**config.mk**
```make
export PLATFORM = sky130hd
export DESIGN_NAME = ata_shadow_task_file
export DESIGN_NICKNAME = d
export VERILOG_FILES = /design/src/task_file_pkg.sv /design/src/ata_shadow_task_file.sv /design/src/byte_history.sv /design/src/sticky_flag.sv
export SDC_FILE = /design/constraint.sdc
export NUM_CORES = 1
export LEC_CHECK = 0
export BUFFER_PORTS_ARGS = -buffer_cell sky130_fd_sc_hd__clkbuf_2
export CORE_MARGIN = 4
export CORE_UTILIZATION = 33
export DETAILED_ROUTE_END_ITERATION = 8
export GPL_ROUTABILITY_DRIVEN = 0
export PLACE_DENSITY = 0.61
export SYNTH_ARGS = -nofsm -noshare
export SYNTH_HDL_FRONTEND = slang
export SYNTH_SLANG_ARGS = --single-unit
```
**constraint.sdc**
```tcl
create_clock -name clk_in -period 2.4 [get_ports clk_in]
set_input_delay 0.36 -clock clk_in [delete_from_list [all_inputs] [get_ports clk_in]]
set_output_delay 0.36 -clock clk_in [all_outputs]
set_load 0.05 [all_outputs]
```
**src/task_file_pkg.sv**
```systemverilog
// constants, types and helpers shared by the shadow task-file block
package task_file_pkg;
	// command-block register offsets on the task-file port
	localparam logic [2:0] OFS_DATA = 3'h0;
	localparam logic [2:0] OFS_ERROR_FEATURES = 3'h1;
	localparam logic [2:0] OFS_COUNT = 3'h2;
	localparam logic [2:0] OFS_ADDR_LOW = 3'h3;
	localparam logic [2:0] OFS_ADDR_MID = 3'h4;
	localparam logic [2:0] OFS_ADDR_HIGH = 3'h5;
	localparam logic [2:0] OFS_DRIVE_HEAD = 3'h6;
	localparam logic [2:0] OFS_STATE_COMMAND = 3'h7;
	// drive_control fields
	localparam int CTL_UPPER_BYTE_VIEW_BIT = 7;
	localparam int CTL_SOFTWARE_HOLD_RESET_BIT = 2;
	localparam int CTL_INTERRUPT_MASK_BAR_BIT = 1;
	// drive_head_select fields
	localparam int DH_LBA_MODE_BIT = 6;
	localparam int DH_UNIT_SELECT_BIT = 4;
	localparam int DH_HEAD_MSB = 3;
	// drive_state fields
	localparam int ST_OCCUPIED_BIT = 7;
	localparam int ST_ACCEPTING_BIT = 6;
	localparam int ST_WRITE_FAULT_BIT = 5;
	localparam int ST_POSITIONING_BIT = 4;
	localparam int ST_TRANSFER_REQ_BIT = 3;
	localparam int ST_FIXED_DATA_BIT = 2;
	localparam int ST_ROTATION_BIT = 1;
	localparam int ST_ERROR_BIT = 0;
	// error_cause: bits 7,6,4,2,1,0 live, 5 and 3 read zero
	localparam logic [7:0] ERR_LIVE_MASK = 8'hd7;
	// reset values
	localparam logic [7:0] DRIVE_HEAD_RESET = 8'h00;
	localparam logic [7:0] BYTE_RESET = 8'h00;
	localparam logic [7:0] ERROR_RESET = 8'h00;
	// zero sector count meanings
	localparam logic [16:0] COUNT_ZERO_28 = 17'h0_0100;
	localparam logic [16:0] COUNT_ZERO_48 = 17'h1_0000;
	// power-up delay before commands are accepted
	localparam int CLK_PERIOD_NS = 8;
	localparam int READY_DELAY_NS = 1000;
	localparam int READY_CYCLES = (READY_DELAY_NS + CLK_PERIOD_NS - 1) / CLK_PERIOD_NS;
	// history slots: features, count, low, mid, high
	localparam int HIST_NUM = 5;
	localparam int HIST_COUNT = 1;

	typedef enum logic [1:0] {
		ST_POWERUP = 2'b00,
		ST_IDLE = 2'b01,
		ST_EXEC = 2'b11,
		ST_HOLD = 2'b10
	} state_t;

	// commands that carry 48-bit addresses and 16-bit counts
	function automatic logic is_ext_cmd(input logic [7:0] code);
		case (code)
			8'h24, 8'h25, 8'h27, 8'h29, 8'h2f, 8'h34, 8'h35, 8'h37,
			8'h39, 8'h3d, 8'h3f, 8'h42, 8'h45, 8'h47, 8'h57, 8'hce: return 1'b1;
			default: return 1'b0;
		endcase
	endfunction
endpackage

```
**src/ata_shadow_task_file.sv**
```systemverilog
// shadow task-file register block of a serial storage drive
`timescale 1ns/1ns
module ata_shadow_task_file #(
	parameter int READY_CYCLES = task_file_pkg::READY_CYCLES,
	parameter logic UNIT_ID = 1'b0
) (
	input wire logic clk_in,
	input wire logic reset_n_in,
	input wire logic tf_wr_in,
	input wire logic tf_rd_in,
	input wire logic tf_ctrl_sel_in,
	input wire logic [2:0] tf_addr_in,
	input wire logic [7:0] tf_wdata_in,
	output logic [7:0] tf_rdata_out,
	output logic tf_rvalid_out,
	output logic host_interrupt_line_out,
	output logic cmd_start_out,
	output logic [7:0] cmd_code_out,
	output logic [15:0] cmd_features_out,
	output logic [47:0] cmd_lba_out,
	output logic [16:0] cmd_count_out,
	output logic cmd_lba_mode_out,
	output logic cmd_ext_out,
	input wire logic done_in,
	input wire logic [7:0] err_bits_in,
	input wire logic [47:0] result_lba_in,
	input wire logic [15:0] remaining_in,
	input wire logic drq_in,
	input wire logic write_fault_in,
	input wire logic seek_start_in,
	input wire logic seek_done_in,
	input wire logic standby_in,
	input wire logic index_in
);
	localparam int CNT_W = $clog2(READY_CYCLES + 1);

	if (READY_CYCLES < 1) begin : g_chk
		$error("READY_CYCLES must be at least one");
	end
	typedef struct packed {
		task_file_pkg::state_t st;
		logic [CNT_W-1:0] ready_cnt;
		logic [7:0] dh;
		logic [7:0] err;
		logic err_st;
		logic upper_byte_view;
		logic software_hold_reset;
		logic interrupt_mask_bar;
		logic seek_now;
		logic positioning_done_flag;
		logic dsc_frozen;
		logic idx;
		logic [7:0] rdata;
		logic rvalid;
		logic irq;
		logic start;
		logic [7:0] code;
		logic [15:0] feat;
		logic [47:0] lba;
		logic [16:0] cnt;
		logic lmode;
		logic ext;
	} tf_state_t;
	tf_state_t s_r, s_nxt;

	logic busy;
	logic ready;
	logic wr_cmdblk;
	logic wr_ctrl;
	logic stat_rd;
	logic done_ok;
	logic done_good;
	logic irq_pend;
	logic wfault;
	logic hold;
	logic [7:0] status;
	logic [7:0] hist_rec [task_file_pkg::HIST_NUM];
	logic [7:0] hist_prv [task_file_pkg::HIST_NUM];
	logic [7:0] hist_ld_rec [task_file_pkg::HIST_NUM];
	logic [7:0] hist_ld_prv [task_file_pkg::HIST_NUM];
	logic [15:0] cnt16;
	logic cmd_ext;

	assign busy = s_r.st != task_file_pkg::ST_IDLE;
	assign ready = s_r.st != task_file_pkg::ST_POWERUP && s_r.st != task_file_pkg::ST_HOLD;
	// task-file writes are dropped while occupied; control writes always land so a hold can be released
	assign wr_cmdblk = tf_wr_in && !tf_ctrl_sel_in && !busy;
	assign wr_ctrl = tf_wr_in && tf_ctrl_sel_in;
	assign stat_rd = tf_rd_in && !tf_ctrl_sel_in && tf_addr_in == task_file_pkg::OFS_STATE_COMMAND;
	assign done_ok = done_in && s_r.st == task_file_pkg::ST_EXEC;
	assign done_good = done_ok && (err_bits_in & task_file_pkg::ERR_LIVE_MASK) == 8'h00;
	assign hold = s_r.st == task_file_pkg::ST_HOLD;

	always_comb begin
		status = 8'h00;
		status[task_file_pkg::ST_OCCUPIED_BIT] = busy;
		status[task_file_pkg::ST_ACCEPTING_BIT] = ready;
		status[task_file_pkg::ST_WRITE_FAULT_BIT] = wfault;
		status[task_file_pkg::ST_POSITIONING_BIT] = s_r.positioning_done_flag;
		status[task_file_pkg::ST_TRANSFER_REQ_BIT] = drq_in;
		status[task_file_pkg::ST_FIXED_DATA_BIT] = 1'b0;
		status[task_file_pkg::ST_ROTATION_BIT] = s_r.idx;
		status[task_file_pkg::ST_ERROR_BIT] = s_r.err_st;
	end
	// completion values for count, low, mid and high; features never loads
	always_comb begin
		hist_ld_rec[0] = hist_rec[0];
		hist_ld_prv[0] = hist_prv[0];
		hist_ld_rec[task_file_pkg::HIST_COUNT] = done_good ? 8'h00 : remaining_in[7:0];
		hist_ld_prv[task_file_pkg::HIST_COUNT] = done_good ? 8'h00 : remaining_in[15:8];
		hist_ld_rec[2] = result_lba_in[7:0];
		hist_ld_prv[2] = s_r.ext ? result_lba_in[31:24] : hist_prv[2];
		hist_ld_rec[3] = result_lba_in[15:8];
		hist_ld_prv[3] = s_r.ext ? result_lba_in[39:32] : hist_prv[3];
		hist_ld_rec[4] = result_lba_in[23:16];
		hist_ld_prv[4] = s_r.ext ? result_lba_in[47:40] : hist_prv[4];
	end

	for (genvar g = 0; g < task_file_pkg::HIST_NUM; g++) begin : g_hist
		byte_history #(
			.WIDTH(8)
		) u_hist (
			.clk_in(clk_in),
			.reset_n_in(reset_n_in),
			.clear_in(hold),
			.write_in(wr_cmdblk && tf_addr_in == 3'(g + 1)),
			.wdata_in(tf_wdata_in),
			.load_in(done_ok && g != 0),
			.load_recent_in(hist_ld_rec[g]),
			.load_prev_in(hist_ld_prv[g]),
			.recent_out(hist_rec[g]),
			.prev_out(hist_prv[g])
		);
	end

	sticky_flag u_irq_pend (
		.clk_in(clk_in),
		.reset_n_in(reset_n_in),
		.set_in(done_ok),
		.clear_in(stat_rd || hold),
		.flag_out(irq_pend)
	);
	sticky_flag u_wfault (
		.clk_in(clk_in),
		.reset_n_in(reset_n_in),
		.set_in(write_fault_in),
		.clear_in(stat_rd),
		.flag_out(wfault)
	);

	assign cmd_ext = task_file_pkg::is_ext_cmd(tf_wdata_in);
	assign cnt16 = cmd_ext ? {hist_prv[task_file_pkg::HIST_COUNT], hist_rec[task_file_pkg::HIST_COUNT]}
		: {8'h00, hist_rec[task_file_pkg::HIST_COUNT]};

	always_comb begin
		s_nxt = s_r;
		s_nxt.start = 1'b0;
		s_nxt.rvalid = 1'b0;
		s_nxt.idx = index_in;
		case (s_r.st)
			task_file_pkg::ST_POWERUP: begin
				// no command is taken until the power-up delay has run out
				if (s_r.ready_cnt == CNT_W'(READY_CYCLES - 1)) begin
					s_nxt.st = task_file_pkg::ST_IDLE;
				end else begin
					s_nxt.ready_cnt = s_r.ready_cnt + CNT_W'(1);
				end
			end
			task_file_pkg::ST_IDLE: begin
				if (wr_cmdblk && tf_addr_in == task_file_pkg::OFS_STATE_COMMAND) begin
					s_nxt.st = task_file_pkg::ST_EXEC;
					s_nxt.start = 1'b1;
					s_nxt.code = tf_wdata_in;
					s_nxt.ext = cmd_ext;
					s_nxt.lmode = s_r.dh[task_file_pkg::DH_LBA_MODE_BIT];
					s_nxt.feat = {hist_prv[0], hist_rec[0]};
					if (cmd_ext) begin
						s_nxt.lba = {hist_prv[4], hist_prv[3], hist_prv[2], hist_rec[4], hist_rec[3], hist_rec[2]};
					end else begin
						s_nxt.lba = {20'h0_0000, s_r.dh[task_file_pkg::DH_HEAD_MSB:0],
							hist_rec[4], hist_rec[3], hist_rec[2]};
					end
					if (cnt16 == 16'h0000) begin
						s_nxt.cnt = cmd_ext ? task_file_pkg::COUNT_ZERO_48 : task_file_pkg::COUNT_ZERO_28;
					end else begin
						s_nxt.cnt = {1'b0, cnt16};
					end
				end
			end
			task_file_pkg::ST_EXEC: begin
				if (done_ok) begin
					s_nxt.st = task_file_pkg::ST_IDLE;
					s_nxt.err = err_bits_in & task_file_pkg::ERR_LIVE_MASK;
					s_nxt.err_st = !done_good;
					if (!s_r.ext) begin
						s_nxt.dh[task_file_pkg::DH_HEAD_MSB:0] = result_lba_in[27:24];
					end
				end
			end
			task_file_pkg::ST_HOLD: begin
				s_nxt.dh = task_file_pkg::DRIVE_HEAD_RESET;
				s_nxt.err = task_file_pkg::ERROR_RESET;
				s_nxt.err_st = 1'b0;
			end
			default: begin
				s_nxt.st = task_file_pkg::ST_POWERUP;
			end
		endcase
		if (wr_cmdblk && tf_addr_in == task_file_pkg::OFS_DRIVE_HEAD) begin
			s_nxt.dh = tf_wdata_in;
		end
		if (wr_cmdblk) begin
			s_nxt.upper_byte_view = 1'b0;
		end
		if (wr_ctrl) begin
			s_nxt.upper_byte_view = tf_wdata_in[task_file_pkg::CTL_UPPER_BYTE_VIEW_BIT];
			s_nxt.interrupt_mask_bar = tf_wdata_in[task_file_pkg::CTL_INTERRUPT_MASK_BAR_BIT];
			s_nxt.software_hold_reset = tf_wdata_in[task_file_pkg::CTL_SOFTWARE_HOLD_RESET_BIT];
			if (tf_wdata_in[task_file_pkg::CTL_SOFTWARE_HOLD_RESET_BIT]) begin
				s_nxt.st = task_file_pkg::ST_HOLD;
			end else if (s_r.st == task_file_pkg::ST_HOLD) begin
				s_nxt.st = task_file_pkg::ST_IDLE;
			end
		end
		// positioning flag tracks seeks, but an error freezes the shown value until status is read unless standby sets it
		if (seek_start_in) begin
			s_nxt.seek_now = 1'b0;
		end else if (seek_done_in) begin
			s_nxt.seek_now = 1'b1;
		end
		if (done_ok && !done_good) begin
			s_nxt.dsc_frozen = 1'b1;
		end else if (stat_rd) begin
			s_nxt.dsc_frozen = 1'b0;
		end
		if (standby_in) begin
			s_nxt.positioning_done_flag = 1'b1;
		end else if (!(s_r.dsc_frozen && !stat_rd)) begin
			s_nxt.positioning_done_flag = s_nxt.seek_now;
		end
		if (tf_rd_in) begin
			s_nxt.rvalid = 1'b1;
			if (busy || tf_ctrl_sel_in) begin
				s_nxt.rdata = status;
			end else begin
				case (tf_addr_in)
					task_file_pkg::OFS_DATA: s_nxt.rdata = 8'h00;
					task_file_pkg::OFS_ERROR_FEATURES: s_nxt.rdata = s_r.err;
					task_file_pkg::OFS_DRIVE_HEAD: s_nxt.rdata = s_r.dh;
					task_file_pkg::OFS_STATE_COMMAND: s_nxt.rdata = status;
					default: begin
						s_nxt.rdata = s_r.upper_byte_view ? hist_prv[tf_addr_in - 3'h1] : hist_rec[tf_addr_in - 3'h1];
					end
				endcase
			end
		end
		// gate uses the next mask and unit so a masked drive never raises the line
		s_nxt.irq = irq_pend && !s_nxt.interrupt_mask_bar && s_nxt.dh[task_file_pkg::DH_UNIT_SELECT_BIT] == UNIT_ID;
		if (stat_rd || s_nxt.st == task_file_pkg::ST_HOLD) begin
			s_nxt.irq = 1'b0;
		end
	end

	always_ff @(posedge clk_in or negedge reset_n_in) begin
		if (!reset_n_in) begin
			s_r <= '0;
			s_r.st <= task_file_pkg::ST_POWERUP;
			s_r.dh <= task_file_pkg::DRIVE_HEAD_RESET;
			s_r.err <= task_file_pkg::ERROR_RESET;
			s_r.rdata <= task_file_pkg::BYTE_RESET;
		end else begin
			s_r <= s_nxt;
		end
	end

	assign tf_rdata_out = s_r.rdata;
	assign tf_rvalid_out = s_r.rvalid;
	assign host_interrupt_line_out = s_r.irq;
	assign cmd_start_out = s_r.start;
	assign cmd_code_out = s_r.code;
	assign cmd_features_out = s_r.feat;
	assign cmd_lba_out = s_r.lba;
	assign cmd_count_out = s_r.cnt;
	assign cmd_lba_mode_out = s_r.lmode;
	assign cmd_ext_out = s_r.ext;
endmodule // ata_shadow_task_file

```
**src/byte_history.sv**
```systemverilog
// two-deep register history for one shadow register
`timescale 1ns/1ns
module byte_history #(
	parameter int WIDTH = 8
) (
	input wire logic clk_in,
	input wire logic reset_n_in,
	input wire logic clear_in,
	input wire logic write_in,
	input wire logic [WIDTH-1:0] wdata_in,
	input wire logic load_in,
	input wire logic [WIDTH-1:0] load_recent_in,
	input wire logic [WIDTH-1:0] load_prev_in,
	output logic [WIDTH-1:0] recent_out,
	output logic [WIDTH-1:0] prev_out
);
	typedef struct packed {
		logic [WIDTH-1:0] recent;
		logic [WIDTH-1:0] prev;
	} hist_state_t;
	hist_state_t s_r, s_nxt;

	if (WIDTH < 1) begin : g_chk
		$error("byte_history width must be positive");
	end

	always_comb begin
		s_nxt = s_r;
		if (clear_in) begin
			s_nxt = '0;
		end else if (load_in) begin
			s_nxt.recent = load_recent_in;
			s_nxt.prev = load_prev_in;
		end else if (write_in) begin
			s_nxt.prev = s_r.recent;
			s_nxt.recent = wdata_in;
		end
	end

	always_ff @(posedge clk_in or negedge reset_n_in) begin
		if (!reset_n_in) begin
			s_r <= '0;
		end else begin
			s_r <= s_nxt;
		end
	end

	assign recent_out = s_r.recent;
	assign prev_out = s_r.prev;
endmodule // byte_history

```
**src/sticky_flag.sv**
```systemverilog
// sticky event flag, set wins over clear
`timescale 1ns/1ns
module sticky_flag (
	input wire logic clk_in,
	input wire logic reset_n_in,
	input wire logic set_in,
	input wire logic clear_in,
	output logic flag_out
);
	typedef struct packed {
		logic flag;
	} flag_state_t;
	flag_state_t s_r, s_nxt;

	always_comb begin
		s_nxt = s_r;
		// an event in the clearing cycle must not be lost
		s_nxt.flag = set_in | (s_r.flag & ~clear_in);
	end

	always_ff @(posedge clk_in or negedge reset_n_in) begin
		if (!reset_n_in) begin
			s_r <= '0;
		end else begin
			s_r <= s_nxt;
		end
	end

	assign flag_out = s_r.flag;
endmodule // sticky_flag

```
### Word-level counts from Yosys, hierarchy flattened

Index checks and enable logic that the tools add are counted.

| cells by class | value |
|---|---|
| mux-type cells | 57 |
| magnitude comparators | 1 |
| reductions and logical operators | 50 |
| $add $sub $neg | 2 |
| bitwise gates (word level) | 9 |
| equality and inequality tests | 35 |

Operators with widths:

| operator | count |
|---|---|
| $mux 16 | 15 |
| $mux 92 | 2 |
| $mux 8 | 12 |
| $eq 8x6->1 const B | 11 |
| $bmux 8 s3 | 2 |
| $mux 48 | 1 |
| $mux 17 | 2 |
| $eq 8x7->1 const B | 4 |
| $pmux 8 s4 | 1 |
| $pmux 13 s2 | 1 |
| $logic_and 1x1->1 | 19 |
| $logic_not 16->1 | 1 |
| $reduce_or 16->1 | 1 |
| $reduce_bool 3->1 | 5 |
| $mux 13 | 1 |
| $eq 3x3->1 const B | 4 |
| $mux 2 | 6 |
| $reduce_and 2->1 | 6 |
| $reduce_bool 2->1 | 6 |
| $mux 1 | 10 |
| $ne 3x2->1 const B | 3 |
| $eq 8x8->1 const B | 1 |
| $logic_not 8->1 | 1 |
| $mux 4 | 2 |
| other kinds (21) | 37 |

| storage, ports and cells | value |
|---|---|
| logic and storage cells | 190 |
| input port bits | 95 |
| flip-flop bits (word level) | 217 |

### Depth between registers and ports, before layout

| logic depth | value |
|---|---|
| depth in word-level cells | 12 |
| mapped depth | 11 |
| gate-level depth less buffers | 7 |

### Hierarchy

From an unflattened synthesis, not the netlist that was laid out.

| second synthesis, totals | value |
|---|---|
| cell total of the unflattened synthesis | 1,168 |
| area, all modules | 11,944.0 µm² |

Modules (own cells, without submodules):

| module | cells each | area an instance (µm²) | seq. area each (µm²) | instances |
|---|---|---|---|---|
| ata_shadow_task_file | 807 | 7,442.1 | 3,303.2 | 1 |
| byte_history | 71 | 885.8 | 400.4 | 5 |
| sticky_flag | 3 | 36.3 | 25.0 | 2 |

### Worst setup path after synthesis

OpenSTA, ideal clock, no wires.

| timing path | value |
|---|---|
| path kind | input to register |
| start point | input port tf_addr_in[0] |
| end point | register s_r (netlist bit tf_rdata_out[4]) |
| stages on the path | 11 |
| path buffers | 4 |
| arrival | 2.437 ns |
| setup time | 0.126 ns |
| setup slack | -0.163 ns |
| cells stage by stage | buf_4 > buf_2 > inv_1 > ha_1 > buf_2 > and2_1 > and2_1 > buf_2 > a221oi_1 > nor2_1 > a221o_1 |

| between the ends | value |
|---|---|
| cells in the longest elaborated chain, start to end | 8 |
| elaborated cells between the ends (all ways) | 15 |

RTL lines:

| item | line | source |
|---|---|---|
| start: declaration | ata_shadow_task_file.sv:12 | `input wire logic [2:0] tf_addr_in,` |
| $sub 3x1->3 | ata_shadow_task_file.sv:252 | `s_nxt.rdata = s_r.upper_byte_view ? hist_prv[tf_addr_in - 3'h1] : hist_rec[tf_addr_in - 3'h1];` |
| $not 3->4 (not written as such) | ata_shadow_task_file.sv:252 |  |
| $bmux 8 s3 | ata_shadow_task_file.sv:252 |  |
| $mux 8 (not written as such) (2 in a row) | ata_shadow_task_file.sv:252 |  |
| $mux 8 | ata_shadow_task_file.sv:252 |  |
| $pmux 8 s4 * | ata_shadow_task_file.sv:246 | `case (tf_addr_in)` |
| $mux 8 * | ata_shadow_task_file.sv:243 | `if (busy \|\| tf_ctrl_sel_in) begin` |
| end signal: assignment | ata_shadow_task_file.sv:272 | `s_r <= s_nxt;` |
| end: declaration | ata_shadow_task_file.sv:64 | `tf_state_t s_r, s_nxt;` |

Mark *: on every way between the ends. The rest lies on a longest branch, timed or not. The select of a mux whose other input is x is not followed.
A chain may end at the register's enable or synchronous reset.

### Worst setup path after layout

| timing path | value |
|---|---|
| start point | register s_r[133] in the netlist's numbering |
| end point | register g_hist[2].u_hist.s_r (netlist bit g_hist[2].u_hist.prev_out[3]) |

| between the ends | value |
|---|---|
| cells in the longest elaborated chain, start to end | 6 |
| elaborated cells between the ends (all ways) | 12 |

RTL lines:

| item | line | source |
|---|---|---|
| $ne 2x1->1 | ata_shadow_task_file.sv:84 | `assign busy = s_r.st != task_file_pkg::ST_IDLE;` |
| $logic_not 1->1 | ata_shadow_task_file.sv:87 | `assign wr_cmdblk = tf_wr_in && !tf_ctrl_sel_in && !busy;` |
| $logic_and 1x1->1 | ata_shadow_task_file.sv:87 |  |
| $logic_and 1x1->1 | ata_shadow_task_file.sv:126 | `.write_in(wr_cmdblk && tf_addr_in == 3'(g + 1)),` |
| $reduce_bool 3->1 (no line) | -- |  |
| $reduce_and 2->1 (no line) | -- |  |
| end signal: assignment | byte_history.sv:44 | `s_r <= s_nxt;` |
| end: declaration | byte_history.sv:21 | `hist_state_t s_r, s_nxt;` |

Several ways; a longest one is shown, not always the timed one.

==> results.yml <==
worst_setup_path:
  crit_family: "simple AND/OR/NAND/NOR gates"
  worst_path_most_repeated_cell: "a21oi_4"
  critPathSlowestCell: "dfrtp_1"
  r2r_setup_slack_ns: 0.18
  path_buf_inv: 0
  critical_path_arrival_ns: 2.62
  cp-end-kind: "register"
  max_stage_delay_ns: 0.48
  required_ns: 2.81
  crit_type: "reg2reg"
  crit_fanout: 8
  cp-start-kind: "register"
  worstPathCellList: "nor3b_2 > and3b_1 > a21oi_4 > a21oi_4 > mux2_2"
timing:
  tns_ns: 0
  finalHoldViolCount: 0
  slew_viol_final: 0
  worst_pin_slew_ns: 0.937
  rsz0062_at_grt: "false"
  slew_headroom_pct: 37.1
  period_needed_ns: 2.22
  whs_ns: 0.0215
  clock_skew_ns: 0.00978
  setup_viol: 0
  clock.fmax_ghz: 0.451
  post-route-period-util_pct: 92.4
logic_synthesis:
  yosys.area_share.simple_pct: 16.1
  synth_area_leader_cell: "dfrtp_1"
  synth_compound_area_share_pct: 16.0
  ys_ff_latch: 214
  synth_area_leaders: "dfrtp_1, nand2_1, buf_4, a21oi_1, a22o_1"
  synth.top_cell.area_share_pct: 49.6
  netlist_area_sq_um: 10800
  synth.most_common_cell: "nand2_1"
  synth_warnings: 0
  yosysSeqAreaShare_pct: 49.6
  synthMuxAreaShare_pct: 6.75
  synth_common_cells: "nand2_1, dfrtp_1, buf_4, a21oi_1, o21ai_0"
  synth-xor-area-share_pct: 0.649
  synthArstFlopShare_pct: 100
  synth_nets: 1228
  synth_cell_types: 61
  synth_fa_ha_area_share_pct: 0.811
  synth_top_family_by_area: "simple AND/OR/NAND/NOR gates"
  synth.avg_cell_area_sq_um: 9.59
  synth_edf_count: 0
  synth_ff_type: "dfrtp_1"
  syn_inst: 1126
grt:
  grt_pass1_vias: 8602
  grtUsageTotal_pct: 19.4
  grt_max_degree: 73
  overflow: 0
  antenna_found_initial: 0
  grt_pass1_wl_mm: 53.7
drt:
  ant_nets: 0
  drtIter0Drc: 871
  avgViaCountPerCell: 5.24
  finalWirelength_mm: 35.6
  wire_per_inst_um: 21.2
  drt_first_pass_iters: 5
  vias: 8796
  route.detailed.drc: 0
layout:
  layout-drive-gt1-share_pct: 27.4
  diodes: 0
  syn2layout_area_growth_pct: 16.4
  nNetsFinal: 1327
clock_network:
  cts.sinks: 214
  post_cts_resized: 0
  clkTransAtPathRegs_ns: 0.06
  insertion_delay_ns: 0.53
  cts_tree: "built"
  h-tree-depth: 1
  numCtsBuffers: 26
  hold_buffers: 4
  post_cts_buffers: 0
  root_buffer: "clkbuf_16"
  cts_buffer_depth: 3
min_path:
  min_path_type: "in2reg"
placed_design:
  hpwl_mm: 26.2
  io_buffers: 194
pwr:
  worst_ir_drop_vdd_mv: 0.552
  p_leak_uw: 0.00620
  powerDensity_nw_per_um2: 1210
floorplan:
  die_area_sq_um: 35700
  design.core.area_sq_um: 31900
  start_util_pct: 33.9
  dieHeight_um: 189
  die_w_um: 189
  fp-row-count: 65
  io_pins: 197
status:
  outcome: "completed"
flow_run:
  cap_viol_max_count: 0
==> metal layers <==
metal | global-route usage, % | wire length, um | part of all wire (%) | up-vias
met1 | 27.0 | 15300 | 43 | 4354
li1 | - | - | - | 4011
met2 | 31.5 | 16600 | 47 | 378
met4 | 4.43 | 788 | 2.2 | 0
met5 | 0 | 0 | 0 | -
met3 | 4.15 | 2860 | 8.0 | 53
==> where the power goes <==
group | leakage [uW] | total, uW | switching [uW] | internal [uW]
Clock | 0.000424 | 3840 | 1560 | 2280
Sequential | 0.00282 | 5850 | 1200 | 4650
Combinational | 0.00295 | 5480 | 3660 | 1820
==> through the flow <==
step                instance area, sq um  total power [uW]  std cells  setup slack (ns)  util (%)
floorplan                          10800              9930       1126            0.0125         -
detailed placement                 11700             11300       1628            0.0930      36.6
CTS                                12600             15200       1680             0.179      39.4
finish                             12600             15200       1680             0.183      39.4
global route                       12600             16000       1680            0.0274      39.4
global placement                   11700             11200       1628             0.130      36.6
==> registers in the layout (all words and copies together) (netlist names) <==
| register | flops |
|---|---|
| cmd_lba_out | 48 |
| g_hist.u_hist.prev_out | 40 |
| g_hist.u_hist.recent_out | 40 |
| s_r | 30 |
| cmd_count_out | 17 |
| cmd_features_out | 16 |
| cmd_code_out | 8 |
| tf_rdata_out | 8 |
| cmd_ext_out | 1 |
| cmd_lba_mode_out | 1 |
| cmd_start_out | 1 |
| host_interrupt_line_out | 1 |
| tf_rvalid_out | 1 |
| u_irq_pend.flag_out | 1 |
| u_wfault.flag_out | 1 |
==> worst paths after layout <==
path | start | cells past startpoint | end
worst min-delay path | standby_in | 2 | s_r[104]
worst min register to register | s_r[131] | 1 | s_r[131]
max in group asynchronous | reset_n_in | 3 | u_irq_pend.flag_out
min in group asynchronous | reset_n_in | 2 | cmd_lba_out[10]
worst max-delay path | s_r[133] | 5 | g_hist[2].u_hist.prev_out[3]
worst max register to register | s_r[133] | 5 | g_hist[2].u_hist.prev_out[3]
==> cell families (layout without fill, tap and decap cells) <==
group / Yosys count / in the layout
buffers and inverters: 181 / 300
DFF: 214 / 214
AOI/OAI and AO/OA: 245 / 245
muxes: 54 / 54
adders and majority gates: 7 / 7
and+or+nand+nor: 417 / 417
xor gates and xnor gates: 8 / 8
==> cell usage in the layout, fill, tap and decap left out, types with 11 or more instances in the layout <==
cell type  count
nand2_1      323
dfrtp_1      214
clkbuf_2     193
a21oi_1       65
o21ai_0       41
a22o_1        36
buf_4         36
o31ai_1       32
mux2_2        28
clkbuf_16     27
nand3_1       24
nor2_1        23
inv_1         12
a31oi_1       12
mux4_2        12
mux2i_1       11
==> cell type report <==
| cell class | instances | area [sq um] |
|---|---|---|
| clock buffer | 38 | 787 |
| clock inverter | 10 | 67.6 |
| fill | 3214 | 19300 |
| inverter | 13 | 48.8 |
| multi-input combinational | 731 | 4380 |
| sequential | 214 | 5360 |
| tap | 435 | 544 |
| timing repair buffer | 239 | 1390 |
Power figures use the tool's default switching activity.
